File: src/rtl/port8_pkg.sv
/*
 * Package for the eight-bit port with timer pin sharing: register offsets,
 * reset values, pin positions and the timer select codes.
 * Assumes a 32-bit AXI4-Lite register bus and one 20 MHz clock.
 */
package port8_pkg;
    localparam int PORT_W = 8;
    localparam int CHAN_N = 4;
    localparam logic [11:0] OFS_DIRECTION = 12'h000;
    localparam logic [11:0] OFS_LATCH = 12'h004;
    localparam logic [7:0] DIR_RESET = 8'h00;
    localparam logic [7:0] LATCH_RESET = 8'h00;
    localparam int PIN_EXT_CLK = 0;
    localparam int PIN_CHAN_A = 1;
    localparam logic [1:0] RESP_OKAY = 2'b00;
    localparam logic [1:0] RESP_SLVERR = 2'b10;

    // One channel's select field from the timer, with its output value
    typedef struct packed {
        logic [2:0] io_sel;
        logic out_val;
    } chan_ctrl_t;

    typedef enum logic [1:0] {
        WR_IDLE = 2'b01,
        WR_RESP = 2'b10
    } wr_state_t;

    // Select 001 or 01x hands the pin to the timer as an output
    function automatic logic timer_owns(input logic [2:0] sel);
        return (sel == 3'h1) || (sel[2:1] == 2'h1);
    endfunction
endpackage

File: src/rtl/port8_gpio_timer_pin_mux.sv
/*
 * Eight-bit general I/O port whose pins 1 to 4 may be taken over by the
 * timer's capture/compare channels and whose pin 0 always feeds the timer's
 * external clock input. Registers over AXI4-Lite.
 * Assumes pin inputs are asynchronous and the timer runs on clk.
 */
`timescale 1ns/1ps
`default_nettype none
module port8_gpio_timer_pin_mux
    import port8_pkg::*;
(
    // Clock and reset
    input wire logic clk,
    input wire logic rst,
    // AXI4-Lite write address and data
    input wire logic [11:0] s_axi_awaddr,
    input wire logic s_axi_awvalid,
    output logic s_axi_awready,
    input wire logic [31:0] s_axi_wdata,
    input wire logic [3:0] s_axi_wstrb,
    input wire logic s_axi_wvalid,
    output logic s_axi_wready,
    // AXI4-Lite write response
    output logic [1:0] s_axi_bresp,
    output logic s_axi_bvalid,
    input wire logic s_axi_bready,
    // AXI4-Lite read
    input wire logic [11:0] s_axi_araddr,
    input wire logic s_axi_arvalid,
    output logic s_axi_arready,
    output logic [31:0] s_axi_rdata,
    output logic [1:0] s_axi_rresp,
    output logic s_axi_rvalid,
    input wire logic s_axi_rready,
    // Port pins
    input wire logic [PORT_W-1:0] pin_in,
    output logic [PORT_W-1:0] pin_out,
    output logic [PORT_W-1:0] pin_oe,
    // Timer side: channels a to d then levels back
    input wire chan_ctrl_t chan_ctrl [CHAN_N],
    output logic [CHAN_N-1:0] timer_chan_in,
    output logic timer_ext_clock_in
);
    logic [PORT_W-1:0] sync1_r;
    logic [PORT_W-1:0] sync2_r;
    logic [PORT_W-1:0] dir_r;
    logic [PORT_W-1:0] dir_nxt;
    logic [PORT_W-1:0] latch_r;
    logic [PORT_W-1:0] latch_nxt;
    logic [PORT_W-1:0] own_mask;
    logic [PORT_W-1:0] own_val;
    logic [PORT_W-1:0] oe_nxt;
    logic [PORT_W-1:0] out_nxt;
    logic [PORT_W-1:0] pin_out_r;
    logic [PORT_W-1:0] pin_oe_r;
    logic [PORT_W-1:0] latch_view;
    wr_state_t wr_state_r;
    logic [11:0] awaddr_r;
    logic aw_have_r;
    logic [31:0] wdata_r;
    logic [3:0] wstrb_r;
    logic w_have_r;
    logic [1:0] bresp_r;
    logic rvalid_r;
    logic [31:0] rdata_r;
    logic [1:0] rresp_r;

    // Two-flop synchroniser on all pin inputs
    always_ff @(posedge clk) begin
        if (rst) begin
            sync1_r <= '0;
            sync2_r <= '0;
        end else begin
            sync1_r <= pin_in;
            sync2_r <= sync1_r;
        end
    end

    // Timer ownership per pin; only channel pins 1..4 can be claimed
    always_comb begin
        own_mask = '0;
        own_val = '0;
        for (int i = 0; i < CHAN_N; i++) begin
            own_mask[PIN_CHAN_A+i] = timer_owns(chan_ctrl[i].io_sel);
            own_val[PIN_CHAN_A+i] = chan_ctrl[i].out_val;
        end
    end

    assign oe_nxt = (own_mask & {PORT_W{1'b1}}) | (~own_mask & dir_r);
    assign out_nxt = (own_mask & own_val) | (~own_mask & latch_r & dir_r);

    always_ff @(posedge clk) begin
        if (rst) begin
            pin_oe_r <= '0;
            pin_out_r <= '0;
        end else begin
            pin_oe_r <= oe_nxt;
            pin_out_r <= out_nxt;
        end
    end
    assign pin_oe = pin_oe_r;
    assign pin_out = pin_out_r;

    // Pin drive checks
    oe_reset_a: assert property (@(posedge clk)
        rst |=> pin_oe == '0 && pin_out == '0)
        else $error("pins not released by reset");
    input_off_a: assert property (@(posedge clk) disable iff (rst)
        !dir_r[PORT_W-2] && !own_mask[PORT_W-2] |=> !pin_oe[PORT_W-2] && !pin_out[PORT_W-2])
        else $error("input pin driven");
    pin0_out_a: assert property (@(posedge clk) disable iff (rst)
        pin_out[PIN_EXT_CLK] == $past(dir_r[PIN_EXT_CLK] & latch_r[PIN_EXT_CLK]))
        else $error("clock pin output not from latch");
    plain_out_a: assert property (@(posedge clk) disable iff (rst)
        pin_out[PORT_W-1:PIN_CHAN_A+CHAN_N] == $past(dir_r[PORT_W-1:PIN_CHAN_A+CHAN_N]
        & latch_r[PORT_W-1:PIN_CHAN_A+CHAN_N]))
        else $error("upper pin output not from latch");
    chan_zero_a: assert property (@(posedge clk) disable iff (rst)
        chan_ctrl[2].io_sel == 3'h0 |=> pin_oe[PIN_CHAN_A+2] == $past(dir_r[PIN_CHAN_A+2])
        && pin_out[PIN_CHAN_A+2] == $past(dir_r[PIN_CHAN_A+2] & latch_r[PIN_CHAN_A+2]))
        else $error("port lost control on select 000");
    chan_high_a: assert property (@(posedge clk) disable iff (rst)
        chan_ctrl[3].io_sel[2] |=> pin_oe[PIN_CHAN_A+3] == $past(dir_r[PIN_CHAN_A+3])
        && pin_out[PIN_CHAN_A+3] == $past(dir_r[PIN_CHAN_A+3] & latch_r[PIN_CHAN_A+3]))
        else $error("port output lost on select 1xx");
    chan_b_out_a: assert property (@(posedge clk) disable iff (rst)
        chan_ctrl[1].io_sel[2:1] == 2'h1 |=> pin_oe[PIN_CHAN_A+1]
        && pin_out[PIN_CHAN_A+1] == $past(chan_ctrl[1].out_val))
        else $error("timer output not driven on select 01x");
    chan_c_out_a: assert property (@(posedge clk) disable iff (rst)
        chan_ctrl[2].io_sel == 3'h1 |=> pin_oe[PIN_CHAN_A+2]
        && pin_out[PIN_CHAN_A+2] == $past(chan_ctrl[2].out_val))
        else $error("timer output not driven on select 001");

    // Levels always go back to the timer, whatever the direction
    assign timer_chan_in = sync2_r[PIN_CHAN_A +: CHAN_N];
    assign timer_ext_clock_in = sync2_r[PIN_EXT_CLK];

    // Latch read view: stored bit for outputs, pin level for inputs
    assign latch_view = (dir_r & latch_r) | (~dir_r & sync2_r);

    // Write channel: take address and data in either order
    logic do_write;
    logic [11:0] wr_addr;
    logic [31:0] wr_data;
    logic [3:0] wr_strb;
    logic wr_hit_dir;
    logic wr_hit_latch;
    assign s_axi_awready = (wr_state_r == WR_IDLE) && !aw_have_r;
    assign s_axi_wready = (wr_state_r == WR_IDLE) && !w_have_r;
    assign wr_addr = aw_have_r ? awaddr_r : s_axi_awaddr;
    assign wr_data = w_have_r ? wdata_r : s_axi_wdata;
    assign wr_strb = w_have_r ? wstrb_r : s_axi_wstrb;
    assign do_write = (wr_state_r == WR_IDLE)
        && (aw_have_r || s_axi_awvalid) && (w_have_r || s_axi_wvalid);
    assign wr_hit_dir = (wr_addr[11:2] == OFS_DIRECTION[11:2]);
    assign wr_hit_latch = (wr_addr[11:2] == OFS_LATCH[11:2]);
    assign dir_nxt = (do_write && wr_hit_dir && wr_strb[0]) ? wr_data[7:0] : dir_r;
    assign latch_nxt = (do_write && wr_hit_latch && wr_strb[0]) ? wr_data[7:0] : latch_r;

    always_ff @(posedge clk) begin
        if (rst) begin
            dir_r <= DIR_RESET;
            latch_r <= LATCH_RESET;
        end else begin
            dir_r <= dir_nxt;
            latch_r <= latch_nxt;
        end
    end

    // Register write checks
    dir_write_a: assert property (@(posedge clk) disable iff (rst)
        do_write && wr_hit_dir && wr_strb[0] |=> dir_r == $past(wr_data[PORT_W-1:0]))
        else $error("direction write not taken");
    latch_write_a: assert property (@(posedge clk) disable iff (rst)
        do_write && wr_hit_latch && wr_strb[0] |=> latch_r == $past(wr_data[PORT_W-1:0]))
        else $error("latch write not taken");
    strb_off_a: assert property (@(posedge clk) disable iff (rst)
        do_write && !wr_strb[0] |=> dir_r == $past(dir_r) && latch_r == $past(latch_r))
        else $error("write without byte strobe changed a register");
    reg_hold_a: assert property (@(posedge clk) disable iff (rst)
        !do_write |=> dir_r == $past(dir_r) && latch_r == $past(latch_r))
        else $error("register changed without a write");
    resp_ok_a: assert property (@(posedge clk) disable iff (rst)
        do_write && (wr_hit_dir || wr_hit_latch) |=> s_axi_bvalid && s_axi_bresp == RESP_OKAY)
        else $error("mapped write not answered okay");
    resp_err_a: assert property (@(posedge clk) disable iff (rst)
        do_write && !wr_hit_dir && !wr_hit_latch |=> s_axi_bvalid && s_axi_bresp == RESP_SLVERR)
        else $error("unmapped write not refused");

    always_ff @(posedge clk) begin
        if (rst) begin
            wr_state_r <= WR_IDLE;
            aw_have_r <= 1'b0;
            w_have_r <= 1'b0;
            awaddr_r <= '0;
            wdata_r <= '0;
            wstrb_r <= '0;
            bresp_r <= RESP_OKAY;
        end else begin
            unique case (wr_state_r)
                WR_IDLE: begin
                    if (do_write) begin
                        wr_state_r <= WR_RESP;
                        aw_have_r <= 1'b0;
                        w_have_r <= 1'b0;
                        bresp_r <= (wr_hit_dir || wr_hit_latch) ? RESP_OKAY : RESP_SLVERR;
                    end else begin
                        if (s_axi_awvalid && !aw_have_r) begin
                            aw_have_r <= 1'b1;
                            awaddr_r <= s_axi_awaddr;
                        end
                        if (s_axi_wvalid && !w_have_r) begin
                            w_have_r <= 1'b1;
                            wdata_r <= s_axi_wdata;
                            wstrb_r <= s_axi_wstrb;
                        end
                    end
                end
                WR_RESP: begin
                    if (s_axi_bready) begin
                        wr_state_r <= WR_IDLE;
                    end
                end
            endcase
        end
    end
    assign s_axi_bvalid = (wr_state_r == WR_RESP);
    assign s_axi_bresp = bresp_r;

    // Read channel; direction register is write-only and reads as zero
    logic rd_hit_dir;
    logic rd_hit_latch;
    assign s_axi_arready = !rvalid_r;
    assign rd_hit_dir = (s_axi_araddr[11:2] == OFS_DIRECTION[11:2]);
    assign rd_hit_latch = (s_axi_araddr[11:2] == OFS_LATCH[11:2]);

    always_ff @(posedge clk) begin
        if (rst) begin
            rvalid_r <= 1'b0;
            rdata_r <= '0;
            rresp_r <= RESP_OKAY;
        end else if (s_axi_arvalid && !rvalid_r) begin
            rvalid_r <= 1'b1;
            rdata_r <= rd_hit_latch ? {24'h000000, latch_view} : 32'h00000000;
            rresp_r <= (rd_hit_dir || rd_hit_latch) ? RESP_OKAY : RESP_SLVERR;
        end else if (s_axi_rready) begin
            rvalid_r <= 1'b0;
        end
    end
    assign s_axi_rvalid = rvalid_r;
    assign s_axi_rdata = rdata_r;
    assign s_axi_rresp = rresp_r;

    // Read answer checks
    read_ok_a: assert property (@(posedge clk) disable iff (rst)
        s_axi_arvalid && s_axi_arready && (rd_hit_dir || rd_hit_latch) |=>
        s_axi_rvalid && s_axi_rresp == RESP_OKAY)
        else $error("mapped read not answered okay");
    read_upper_a: assert property (@(posedge clk) disable iff (rst)
        s_axi_rvalid |-> s_axi_rdata[31:PORT_W] == '0)
        else $error("unused read bits not zero");

    // Checks
    dir_drive_a: assert property (@(posedge clk) disable iff (rst)
        !own_mask[PORT_W-1] ##1 1'b1 |-> pin_oe[PORT_W-1] == $past(dir_r[PORT_W-1]))
        else $error("upper pin enable does not follow direction");
    dir_reset_a: assert property (@(posedge clk)
        rst |=> dir_r == DIR_RESET && latch_r == LATCH_RESET)
        else $error("registers not reset");
    dir_read_a: assert property (@(posedge clk) disable iff (rst)
        s_axi_rvalid && $rose(s_axi_rvalid) && $past(rd_hit_dir) |-> s_axi_rdata == 32'h0)
        else $error("direction read not zero");
    latch_out_a: assert property (@(posedge clk) disable iff (rst)
        dir_r[7] |=> pin_out[7] == $past(latch_r[7]))
        else $error("latch not driven on output pin");
    read_latch_a: assert property (@(posedge clk) disable iff (rst)
        s_axi_arvalid && s_axi_arready && rd_hit_latch |=>
        s_axi_rdata[7:0] == $past((dir_r & latch_r) | (~dir_r & sync2_r)))
        else $error("latch read view wrong");
    read_pin_a: assert property (@(posedge clk) disable iff (rst)
        s_axi_arvalid && s_axi_arready && rd_hit_latch && dir_r[5] == 1'b0 |=>
        s_axi_rdata[5] == $past(sync2_r[5]))
        else $error("input pin level not read");
    timer_wins_a: assert property (@(posedge clk) disable iff (rst)
        chan_ctrl[0].io_sel[2:1] == 2'h1 |=> pin_oe[PIN_CHAN_A])
        else $error("timer select did not take pin");
    timer_out_a: assert property (@(posedge clk) disable iff (rst)
        chan_ctrl[3].io_sel == 3'h1 |=> pin_out[4] == $past(chan_ctrl[3].out_val))
        else $error("timer output not driven");
    port_keep_a: assert property (@(posedge clk) disable iff (rst)
        chan_ctrl[1].io_sel[2] |=> pin_oe[2] == $past(dir_r[2]))
        else $error("port lost control on select 1xx");
    clk_pin_a: assert property (@(posedge clk) disable iff (rst)
        pin_oe[PIN_EXT_CLK] == $past(dir_r[PIN_EXT_CLK]) &&
        timer_ext_clock_in == sync2_r[PIN_EXT_CLK])
        else $error("clock pin override or routing wrong");
    plain_io_a: assert property (@(posedge clk) disable iff (rst)
        pin_oe[7:5] == $past(dir_r[7:5]))
        else $error("upper pins not plain I/O");
endmodule
`default_nettype wire

File: config.mk
export PLATFORM = sky130hd
export DESIGN_NAME = port8_gpio_timer_pin_mux
export DESIGN_NICKNAME = d
export VERILOG_FILES = /design/src/rtl/port8_pkg.sv /design/src/rtl/port8_gpio_timer_pin_mux.sv
export SDC_FILE = /design/constraint.sdc
export NUM_CORES = 1
export LEC_CHECK = 0
export ABC_AREA = 1
export BUFFER_PORTS_ARGS = -buffer_cell sky130_fd_sc_hd__clkbuf_2
export CORE_MARGIN = 4
export CORE_UTILIZATION = 51
export DETAILED_ROUTE_END_ITERATION = 16
export PLACE_DENSITY = 0.83
export SYNTH_ARGS = -nofsm -noshare
export SYNTH_HDL_FRONTEND = slang
export SYNTH_SLANG_ARGS = --single-unit
File: constraint.sdc
create_clock -name clk -period 3.7 [get_ports clk]
set_input_delay 0.185 -clock clk [delete_from_list [all_inputs] [get_ports clk]]
set_output_delay 0.185 -clock clk [all_outputs]
set_load 0.03 [all_outputs]
======== Word level (Yosys, flattened, before mapping) ========
Cells that the tools add are included.
word-level totals
  bits in registers ....................... 110
  bits in latches ......................... 0
  memories ................................ 0
  logic and storage cells ................. 90
  bits in read-only memories .............. 0
  bits in writable memories ............... 0
  input port bits ......................... 91
  output and inout port bits .............. 62
cells by class
  multiply operators ...................... 0
  equality and inequality tests ........... 14
  multiplexer cells ....................... 15
  add/subtract/negate cells ............... 0
  divide/modulo/power cells ............... 0
  bitwise gates (word level) .............. 12
  order comparisons ....................... 0
  shifts and indexed selects .............. 0
  reduce and logical (&&, ||, !) cells .... 33
operators with widths
  cell                                                                      count
  8-bit bitwise AND                                                         5
  10-bit by 1-bit equality test with 1-bit output (second input constant)   2
  10-bit logical NOT                                                        2
  8-bit two-way mux                                                         2
  5-bit by 8-bit bitwise OR with 8-bit output                               2
  3-bit by 1-bit equality test with 1-bit output (second input constant)    4
  12-bit two-way mux                                                        1
  1-bit logical AND                                                         11
  2-bit by 1-bit equality test with 1-bit output (second input constant)    5
  1-bit logical OR                                                          8
  2-bit two-way mux                                                         4
  5-bit NOT with 8-bit output                                               1
  8-bit NOT                                                                 1
  8-bit bitwise OR                                                          1
  2-bit AND reduction                                                       4
  1-bit two-way mux                                                         7
  3-bit AND reduction                                                       2
  2-bit nonzero test                                                        3
  5-bit bitwise AND                                                         1
  2-bit one-hot mux with 2 select lines                                     1
  1-bit logical NOT                                                         3
  2-bit equality test (second input constant)                               1
  2-bit by 1-bit inequality test with 1-bit output (second input constant)  1
  2-bit inequality test (second input constant)                             1
  1-bit NOT                                                                 1

======== Logic depth before layout (Yosys ltp) ========
Gate-level depths: netlist of run 1.
  depth in word-level cells ............... 6
  mapped depth ............................ 11
  depth with buffers taken out ............ 9

======== Worst setup path before layout of run 1 ========
OpenSTA, ideal clock, no wires.
  path type ............................... register -> register
  start point ............................. reg rvalid_r (netlist: s_axi_rvalid)
  end point ............................... reg rdata_r[5] (netlist: s_axi_rdata[5])
  stages on the path, launching flop included .. 7
  slack ................................... 2.173 ns
  path buffers ............................ 1
  arrival time ............................ 1.395 ns
  setup time .............................. 0.132 ns
  cells stage by stage .................... dfxtp_1 > inv_1 > nand2_1 > clkbuf_1 > a21oi_1 > nand3_1 > a21oi_1
on the way
  cells in the longest elaborated chain, start to end .. 2
RTL lines
  what                      line                             text
  start: declaration        port8_gpio_timer_pin_mux.sv:64   logic rvalid_r;
  start signal: assignment  port8_gpio_timer_pin_mux.sv:240  rvalid_r <= 1'b0;
  start signal: assignment  port8_gpio_timer_pin_mux.sv:244  rvalid_r <= 1'b1;
  start signal: assignment  port8_gpio_timer_pin_mux.sv:248  rvalid_r <= 1'b0;
  1-bit logical NOT         n/a
  via s_axi_arready         port8_gpio_timer_pin_mux.sv:30   output logic s_axi_arready,
  1-bit logical AND         port8_gpio_timer_pin_mux.sv:243  end else if (s_axi_arvalid && !rvalid_r) begin
  end signal: assignment    port8_gpio_timer_pin_mux.sv:245  rdata_r <= rd_hit_latch ? {24'h000000, latch_view} : 32'h00000000;
  end: declaration          port8_gpio_timer_pin_mux.sv:65   logic [31:0] rdata_r;
The timed path passes the listed nets, and every way through them passes these cells.
A chain may end at the register's enable or synchronous reset.

======== Worst setup path in the final report of run 1 ========
  start point ............................. reg w_have_r
  end point ............................... reg latch_r[6]
on the way
  cells in the longest elaborated chain, start to end .. 4
  elaborated cells on any way between the ends .. 6
  those cells by class .................... mux (2); reduce/logical (4)
RTL lines
  what                            line                             text
  start: declaration              port8_gpio_timer_pin_mux.sv:62   logic w_have_r;
  start signal: assignment        port8_gpio_timer_pin_mux.sv:195  w_have_r <= 1'b0;
  start signal: assignment        port8_gpio_timer_pin_mux.sv:206  w_have_r <= 1'b0;
  start signal: assignment        port8_gpio_timer_pin_mux.sv:214  w_have_r <= 1'b1;
  1-bit logical OR                port8_gpio_timer_pin_mux.sv:155  && (aw_have_r || s_axi_awvalid) && (w_have_r || s_axi_wvalid);
  1-bit logical AND               port8_gpio_timer_pin_mux.sv:155
  1-bit logical AND (2 in a row)  port8_gpio_timer_pin_mux.sv:159  assign latch_nxt = (do_write && wr_hit_latch && wr_strb[0]) ? wr_data[7:0] : latch_r;
  end signal: assignment          port8_gpio_timer_pin_mux.sv:167  latch_r <= latch_nxt;
  end: declaration                port8_gpio_timer_pin_mux.sv:48   logic [PORT_W-1:0] latch_r;
Parallel ways exist; a longest one is shown, timed or not.

==> qor.csv, run 1 <==
metric,value,unit
Die W,90.9,um
"Avg Cell Area, Syn",7.56,um2
worst hold stages,3,
via count,3085,
Netlist cell types,30,
Reg2Reg Depth,5,
Worst Max-Slew Pin Slew,1.02,ns
Leak,1.84,nW
Root Buffer,clkbuf_8,
peak supply drop,0.000233,V
H-Tree Depth,3,
clk buf depth,2,
largest net degree at the start of global routing,45,
"EDFF count, synth",0,
Netlist Area Pre-Place,0.00351,mm2
"Max stage delay cell, worst path",dfxtp_1,
Initial Util,0.537,
reg2reg end,latch_r[6]$_SDFFE_PP0P_,
post_cts resized,0,
crit share post-route,0.563,
hold slack,0.0138,ns
placed cell area,0.00384,mm2
"CTS clk-pin slew, worst paths",0.09,ns
register area,0.00164,mm2
crit path capture type,flip-flop,
Post-CTS Setup Bufs,0,
wire per inst,12.1,um
GR peak layer,met2,
1st-pass router iterations,4,
ys async rst share,0,
GR Util met1,0.212,
largest area contributor in the synthesized netlist,dfxtp_1,
final setup TNS,0,ns
GR Util met3,0.0372,
DRC,0,
die area,0.00827,mm2
Final Hold Viols,0,
Synth Register Bits,82,
CP Data Arrival Time,2.32,ns
fill count,585,
initial DRC count,200,
CP Launch Type,flip-flop,
layout cells sized above 1,0.240,
yosys warns,0,
first-pass GRT wire length,12.7,mm
Setup Viol. Count Final,0,
post-route insts no fill,628,
Finished Cell Area,0.00406,mm2
PortBufs,95,
Most used DFF post-synth,dfxtp_1,
Area Growth Syn to Fin,15.6,%
hold_buf cts,1,
Top Ports,153,
Die Y,90.9,um
Tmin final,2.08,ns
worst path cell trace,mux2i_1 > nor2_4 > nand3_1 > nand2_1 > nor2_1,
R2R Path Start,w_have_r$_SDFFE_PP0P_,
post-route ant nets,0,
max frequency,480,MHz
routing usage on met2,0.336,
Yosys top cell area share,0.468,
Syn Inst Count,464,
TritonCTS Sinks,82,
Setup crit end,latch_r[6]$_SDFFE_PP0P_,
Core Area,0.00653,mm2
"Largest stage delay, worst path",0.84,ns
Worst R2R Setup Slack,1.62,ns
worst skew pair latency,0.35,ns
Via-to-Cell Ratio,4.91,
hold_sp,pin_in[0],
All-Layer GR Usage,0.185,
antenna violations before repair,0,
gp weighted congestion,0.828,
post-DP HPWL,5.47,mm
Slew HR,0.318,
CTS tree,built,
Antenna diodes,0,
pwr dens,474,mW/mm2
Rows,29,
max_cap viols,0,
WL final,7.61,mm
synth top area cells,"dfxtp_1, a21oi_1, nand2_1",
"commonest non-fill, non-tap cell in the layout",clkbuf_2,
Placed Instances,611,
Setup CP Type,flip-flop to flip-flop,
worst hold path type,input pin to flip-flop,
vias in the first global route,2900,
worst-path fanout max,32,
post-synthesis sequential area ratio,0.468,
remaining global-route overflow,0,
"commonest cells after routing, fill and taps aside","clkbuf_2, dfxtp_1, nand2_1",
multi-input logic area,0.00141,mm2
status,"complete, no violations",
RSZ-0062 raised after global routing,no,
clock skew,0.0130,ns
Final nets,637,
fin. max-slew vios,0,
Required @ worst endpoint,3.93,ns
cts bufs inserted,9,
CP startpoint,w_have_r$_SDFFE_PP0P_,
==> final cells by class <==
class,instances,share of cell area
flip-flops and latches,82,0.405
multi-input cells,301,0.347
clock inverters,6,0.0179
repair buffers,96,0.120
inverters,56,0.0531
clock buffers,10,0.0339
well taps,77,0.0238
==> report_power, final <==
group | switching (W) | internal, W | total [W]
clock network | 0.000339 | 0.000337 | 0.000676
logic | 0.000214 | 0.0000864 | 0.000300
registers | 0.0000231 | 0.000925 | 0.000948
==> flip-flops by register name, summed over array words and instances (netlist names), 2 cells and up <==
| name | count |
|---|---|
| sync1_r | 8 |
| latch_r | 8 |
| pin_out | 8 |
| wdata_r | 8 |
| sync2_r | 8 |
| wr_state_r | 2 |
| awaddr_r | 10 |
| s_axi_rdata | 8 |
| pin_oe | 8 |
| dir_r | 8 |
==> layer usage <==
layer | wire, um | vias to the layer above
li1 | - | 1579
met1 | 3140 | 1390
met2 | 3880 | 103
met3 | 451 | 13
met4 | 138 | 0
met5 | 0 | -
==> how the worst min path moves through the flow <==
stage                                  to
floorplan           sync1_r[0]$_SDFF_PP0_
global placement    sync1_r[7]$_SDFF_PP0_
detailed placement  sync1_r[7]$_SDFF_PP0_
CTS                 sync1_r[0]$_SDFF_PP0_
global route        sync1_r[0]$_SDFF_PP0_
finish              sync1_r[0]$_SDFF_PP0_
==> through the flow <==
step / setup slack (ns) / total power (W) / utilization
3_5_place_dp: 1.53 / 0.00127 / 0.587
4_1_cts: 1.62 / 0.00194 / 0.621
5_1_grt: 1.40 / 0.00201 / 0.621
6_report: 1.62 / 0.00192 / 0.621
2_1_floorplan: 2.17 / 0.00121 / -
3_3_place_gp: 1.63 / 0.00126 / 0.587
==> synthesized netlist by cell type (2+ instances only) <==
master	count
nor3_1	2
o21ai_0	31
nor2_4	4
nand2_1	65
nor2_2	3
buf_2	6
buf_6	3
dfxtp_1	82
buf_4	32
inv_1	54
nand2_2	6
clkbuf_1	8
nand3_1	33
nor2_1	59
a21oi_1	61
==> critical path, delay by kind of cell, from the launching register on <==
family	cells	cell delay, ns
AND/OR/NAND/NOR	4	0.90
flip-flops	1	0.84
multiplexers	1	0.23
==> cells by family after synthesis <==
kind of cell,synth area share
buf+inv,0.158
flops,0.468
mux,0.00285
compound gates,0.143
other cells,0.00107
simple gates,0.228
Note: power is estimated with default switching activity, not from simulation.
==> inputs of run 2 (changes only) <==
- ABC_AREA: 1 -> 0
- CORE_UTILIZATION: 51 -> 47
- PLACE_DENSITY: 0.83 -> 0.78
- clock period: 3.7 -> 2 ns (I/O delays scaled with it)
==> qor.csv, run 2 <==
metric,value,unit,change
status,"complete, no violations",,
max frequency,529,MHz,+10%
Syn Inst Count,350,,-25%
"commonest non-fill, non-tap cell in the layout",clkbuf_2,,
CTS tree,built,,
"EDFF count, synth",0,,unchanged
xor/xnor cell area share of the yosys netlist,0,,unchanged
pwr dens,869,mW/mm2,+83%
post-route ant nets,0,,unchanged
vias in the first global route,2492,,-14%
Root Buffer,clkbuf_8,,
post-synthesis mux area share,0.138,,+0.135
H-Tree Depth,3,,unchanged
1st-pass router iterations,4,,unchanged
All-Layer GR Usage,0.165,,-0.0200
post-synthesis sequential area ratio,0.486,,+0.0178
Antenna diodes,0,,unchanged
Area Growth Syn to Fin,28.7,%,
"Avg Cell Area, Syn",9.66,um2,+28%
Reg2Reg Depth,5,,unchanged
Netlist Area Pre-Place,0.00338,mm2,-3.7%
yosys warns,0,,unchanged
Commonest cells post-synth,"dfxtp_1, nor2_1, mux2i_1, buf_4, nor2b_1",,
"CTS clk-pin slew, worst paths",0.08,ns,about the same
"Largest stage delay, worst path",0.37,ns,-0.47 ns
Slew HR,0.441,,+0.123
antenna violations before repair,0,,unchanged
largest delay contributor family on the critical path,simple AND/OR/NAND/NOR gates,,
Largest register FFs,10,,unchanged
RSZ-0062 raised after global routing,no,,
Final nets,562,,-12%
gp weighted congestion,0.772,,-6.8%
Yosys top cell area share,0.486,,+0.0178
worst skew pair latency,0.35,ns,about the same
"commonest cells after routing, fill and taps aside","clkbuf_2, dfxtp_1, nor2_1",,
initial DRC count,49,,-76%
Synth Register Bits,82,,unchanged
internal cell power,0.00278,W,+110%
Power Total,0.00378,W,+96%
crit share post-route,0.945,,+0.382
largest net degree at the start of global routing,44,,-2.2%
Netlist cell types,31,,+3.3%
fill count,584,,-0.17%
NetSw,0.00100,W,+74%
most instantiated library cell after synthesis,dfxtp_1,,
WL final,7.10,mm,-6.7%
Setup Viol. Count Final,0,,unchanged
DRC,0,,unchanged
fin. max-slew vios,0,,unchanged
post-DP HPWL,5.16,mm,-5.6%
Most used DFF post-synth,dfxtp_1,,
worst hold stages,3,,unchanged
Leak,1.97,nW,+7.1%
Rows,30,,+3.4%
Top Ports,153,,unchanged
worst-path fanout max,5,,-84%
Worst Max-Slew Pin Slew,0.838,ns,-0.183 ns
Core Area,0.00691,mm2,+5.7%
via count,2637,,-15%
Tmin final,1.89,ns,-0.193 ns
Comb pwr share,0.163,,+0.007
ys async rst share,0,,unchanged
wire per inst,12.4,um,+2.4%
peak supply drop,0.000346,V,+49%
largest area contributor in the synthesized netlist,dfxtp_1,,
crit path buf inv count,1,,+1
Setup CP Type,flip-flop to flip-flop,,
Initial Util,0.489,,-0.0479
hold slack,0.00806,ns,-0.00573 ns
Die W,92.8,um,+2.0%
clock network power share,0.379,,+0.028
CP Depth,5,,unchanged
TritonCTS Sinks,82,,unchanged
switching part of the total,0.265,,-0.0337
crit path capture type,flip-flop,,
worst hold path type,input pin to flip-flop,,
clk buf depth,2,,unchanged
post-synthesis compound-gate area fraction,0.0596,,-0.0830
remaining global-route overflow,0,,unchanged
synth top area cells,"dfxtp_1, mux2i_1, buf_4",,
CP Data Arrival Time,2.13,ns,-0.19 ns
first-pass GRT wire length,11.4,mm,-11%
"Max stage delay cell, worst path",a2111oi_4,,
layout cells sized above 1,0.313,,+0.0735
worst path cell trace,nor4_2 > nand3_2 > a2111oi_4 > buf_4 > mux2_2,,
PortBufs,95,,unchanged
Flop pwr share,0.458,,-0.035
Die Y,92.8,um,+2.0%
clock skew,0.00882,ns,-0.00414 ns
post-synthesis simple-gate area fraction,0.221,,-0.00686
cts bufs inserted,9,,unchanged
max_cap viols,0,,unchanged
CP Launch Type,flip-flop,,
Biggest register,awaddr_r,,
Final Hold Viols,0,,unchanged
largest family of logic cells by synthesized area,simple AND/OR/NAND/NOR gates,,
die area,0.00861,mm2,+4.1%
Synth Area in Adders,0,,unchanged
Required @ worst endpoint,2.24,ns,-1.69 ns
Via-to-Cell Ratio,4.61,,-6.2%
-- run 2: cell types whose count changed in the layout (fill, tap and decap cells not counted), sizes merged, moves of 9 or more --
cell         previous run  this run
mux2i                   1        32
o21ai                  32         4
nand2b                  0        11
inv                    58         3
and2                    0         9
nor2b                   0        28
nor2                   66        47
buf                     0        14
nand3                  34        13
nand2                  71        16
mux2                    0        13
a21oi                  62        18
dlygate4sd3             1        23
-- run 2: repair_timing --
| action | CTS | global route |
|---|---|---|
| setup endpoints to repair | 8 | 16 |
| gates resized for setup | 1 | 2 |
| pin swaps | 1 | 1 |
| setup buffers | 1 | 0 |
| hold buffers | 23 | 0 |
| gates cloned | 0 | 0 |
| endpoints found under the hold margin | 23 | 0 |
-- run 2: final timing paths --
kind,from,endpoint,slack (ns)
max,awaddr_r[5]$_SDFFE_PP0P_,latch_r[0]$_SDFFE_PP0P_,0.11
min,s_axi_rready,s_axi_rvalid$_SDFFE_PP0P_,0.008
max reg2reg,awaddr_r[5]$_SDFFE_PP0P_,latch_r[0]$_SDFFE_PP0P_,0.11
min reg2reg,sync1_r[1]$_SDFF_PP0_,sync2_r[1]$_SDFF_PP0_,0.44
-- run 2: final cells by class --
| type | instances | area [um2] | area share |
|---|---|---|---|
| clock buffer | 10 | 128 | 0.0293 |
| clock inverter | 6 | 113 | 0.0259 |
| inverter | 2 | 7.51 | 0.00173 |
| multi-input combinational | 244 | 1530 | 0.352 |
| sequential | 82 | 1640 | 0.377 |
| tap | 96 | 120 | 0.0276 |
| timing repair buffer | 132 | 811 | 0.186 |
-- run 2: routing by layer --
layer / share of wire / wire length (um) / track usage / up-vias
li1: - / - / - / 1345
met1: 0.44 / 3090 / 0.199 / 1181
met2: 0.47 / 3340 / 0.276 / 96
met3: 0.069 / 490 / 0.0325 / 15
met4: 0.026 / 184 / 0.0904 / 0
met5: 0 / 0 / 0 / -
-- run 2: power groups by stage --
stage | logic (W) | clock network [W] | registers (W)
after global routing | 0.000670 | 0.00152 | 0.00174
after global placement | 0.000559 | 0 | 0.00177
after detailed placement | 0.000571 | 0 | 0.00177
after CTS | 0.000613 | 0.00145 | 0.00173
final | 0.000615 | 0.00143 | 0.00173
after floorplan | 0.000434 | 0 | 0.00179
-- run 2: worst register-to-register path: stages (launching register included) --
cell       delay (ns)
dfxtp_1          0.33
nor4_2           0.34
nand3_2          0.19
a2111oi_4        0.37
buf_4            0.21
mux2_2           0.34
-- run 2: cell families after synthesis --
logic type | Yosys count
other | 1
multiplexers | 45
AND/OR/NAND/NOR | 144
buffers and inverters | 49
flip-flops | 82
AO/OA/AOI/OAI | 29
-- run 2: stage by stage --
stage	util	TNS, ns	cells	instance area (um2)	setup slack (ns)
3_5_place_dp	0.558	-0.00844	532	3850	-0.00770
3_3_place_gp	0.558	0	532	3850	0.0324
6_report	0.630	0	572	4350	0.110
4_1_cts	0.628	0	572	4340	0.0335
5_1_grt	0.630	0	572	4350	0.00288
2_1_floorplan	-	-0.0793	375	3470	-0.00991
==> inputs of run 3 (changes only) <==
- ABC_AREA: 0 -> 1
- PLACE_DENSITY: 0.78 -> 0.77
==> qor.csv, run 3 (synthesis results as in run 1) <==
metric,value,unit,change
status,"complete, no violations",,
max_cap viols,0,,unchanged
Required @ worst endpoint,2.24,ns,about the same
WL final,7.44,mm,+4.8%
Die Y,94.4,um,+1.7%
Via-to-Cell Ratio,4.63,,+0.53%
"CTS clk-pin slew, worst paths",0.08,ns,about the same
Largest register FFs,10,,unchanged
worst hold path type,input pin to flip-flop,,
largest net degree at the start of global routing,44,,unchanged
worst skew pair latency,0.34,ns,about the same
vias in the first global route,2814,,+13%
Leak,1.90,nW,-3.6%
gp weighted congestion,0.816,,+5.8%
Tmin final,1.71,ns,-0.183 ns
Post-CTS Setup Bufs,0,,-1
Final Hold Viols,0,,unchanged
Die W,94.4,um,+1.7%
Power Total,0.00364,W,-3.6%
Setup CP Type,flip-flop to flip-flop,,
Top Ports,153,,unchanged
crit path capture type,flip-flop,,
clock skew,0.00618,ns,-0.00265 ns
"commonest non-fill, non-tap cell in the layout",clkbuf_2,,
die area,0.00891,mm2,+3.5%
initial DRC count,82,,+67%
Slew HR,0.479,,+0.0380
Final Util,0.580,,-0.0498
final setup TNS,0,ns,unchanged
post-DP HPWL,5.47,mm,+5.9%
Setup Viol. Count Final,0,,unchanged
PortBufs,95,,unchanged
Biggest register,awaddr_r,,
peak supply drop,0.000349,V,+0.82%
CTS tree,built,,
hold_buf cts,8,,-65%
"commonest cells after routing, fill and taps aside","clkbuf_2, dfxtp_1, nand2_1",,
Rows,31,,+3.3%
Comb pwr share,0.158,,-0.005
All-Layer GR Usage,0.168,,+0.00223
worst-path fanout max,32,,+27
Initial Util,0.484,,-0.00561
cts bufs inserted,9,,unchanged
clk buf depth,2,,unchanged
CP Data Arrival Time,1.94,ns,-0.19 ns
fill count,677,,+16%
Core Area,0.00725,mm2,+5.0%
layout cells sized above 1,0.243,,-0.0697
pwr dens,866,mW/mm2,-0.35%
Antenna diodes,0,,unchanged
max frequency,586,MHz,+11%
post_cts resized,0,,-1
clock network power share,0.363,,-0.016
switching part of the total,0.280,,+0.0141
RSZ-0062 raised after global routing,no,,
crit share post-route,0.854,,-0.0916
NetSw,0.00102,W,+1.5%
Final nets,649,,+15%
Worst Max-Slew Pin Slew,0.775,ns,-0.0635 ns
fin. max-slew vios,0,,unchanged
DRC,0,,unchanged
via count,3068,,+16%
Worst R2R Setup Slack,0.29,ns,+0.18 ns
H-Tree Depth,3,,unchanged
first-pass GRT wire length,11.9,mm,+4.4%
Flop pwr share,0.479,,+0.021
TritonCTS Sinks,82,,unchanged
antenna violations before repair,0,,unchanged
CP Launch Type,flip-flop,,
Area Growth Syn to Fin,19.9,%,
1st-pass router iterations,4,,unchanged
remaining global-route overflow,0,,unchanged
post-route ant nets,0,,unchanged
Root Buffer,clkbuf_8,,
wire per inst,11.2,um,-9.5%
internal cell power,0.00262,W,-5.5%
## run 3: cell count changes in the layout (fill, tap and decap cells not counted), moves of 10 or more
cell / before / now
nor2b_1: 28 / 0
o21ai_0: 4 / 31
nand2b_1: 10 / 0
nand3_1: 12 / 33
mux2i_1: 32 / 1
nand2_1: 16 / 65
a21oi_1: 18 / 61
nor2_1: 47 / 59
inv_1: 2 / 54
mux2_2: 13 / 0
dlygate4sd3_1: 23 / 8
## run 3: layout make-up
class	instances	area (um2)	share of cell area
timing repair buffer	108	593	0.141
clock buffer	10	138	0.0327
clock inverter	6	88.8	0.0211
multi-input combinational	301	1410	0.335
inverter	56	215	0.0511
tap	99	124	0.0294
sequential	82	1640	0.390
## run 3: critical path, stage by stage (launching register included)
cell and delay, ns:
dfxtp_1 0.58, inv_6 0.09, a21oi_2 0.17, o21ai_2 0.11
nor2_4 0.09, buf_4 0.29, nand3_1 0.13, nand2_1 0.09
nor2_1 0.04
## run 3: final timing paths
| path | startpoint | endpoint | depth (start not counted) |
|---|---|---|---|
| max | aw_have_r$_SDFFE_PP0P_ | dir_r[7]$_SDFFE_PP0P_ | 8 |
| min | s_axi_awaddr[8] | awaddr_r[8]$_SDFFE_PP0P_ | 3 |
| max reg2reg | aw_have_r$_SDFFE_PP0P_ | dir_r[7]$_SDFFE_PP0P_ | 8 |
| min reg2reg | sync1_r[6]$_SDFF_PP0_ | sync2_r[6]$_SDFF_PP0_ | 2 |
## run 3: power groups by stage
stage                     combinational, W  sequential [W]  clock (W)
after global placement            0.000555         0.00178          0
final                             0.000577         0.00175    0.00132
after global routing              0.000644         0.00175    0.00141
after floorplan                   0.000439         0.00180          0
after CTS                         0.000582         0.00175    0.00135
after detailed placement          0.000567         0.00178          0
## run 3: per-layer routing
layer | global-route usage | routed length, um | vias up
met2 | 0.306 | 3850 | 88
li1 | - | - | 1604
met1 | 0.182 | 3040 | 1368
met3 | 0.0335 | 455 | 8
met5 | 0 | 0 | -
met4 | 0.0890 | 96 | 0
## run 3: stage by stage
stage	setup slack (ns)	area (um2)	hold WS, ns	instances
final	0.293	4210	0.0168	662
after global routing	0.145	4210	0.0192	662
after CTS	0.282	4210	0.00826	662
after detailed placement	0.311	3900	0.296	638
after global placement	0.354	3900	0.297	638
after floorplan	0.473	3600	0.207	489
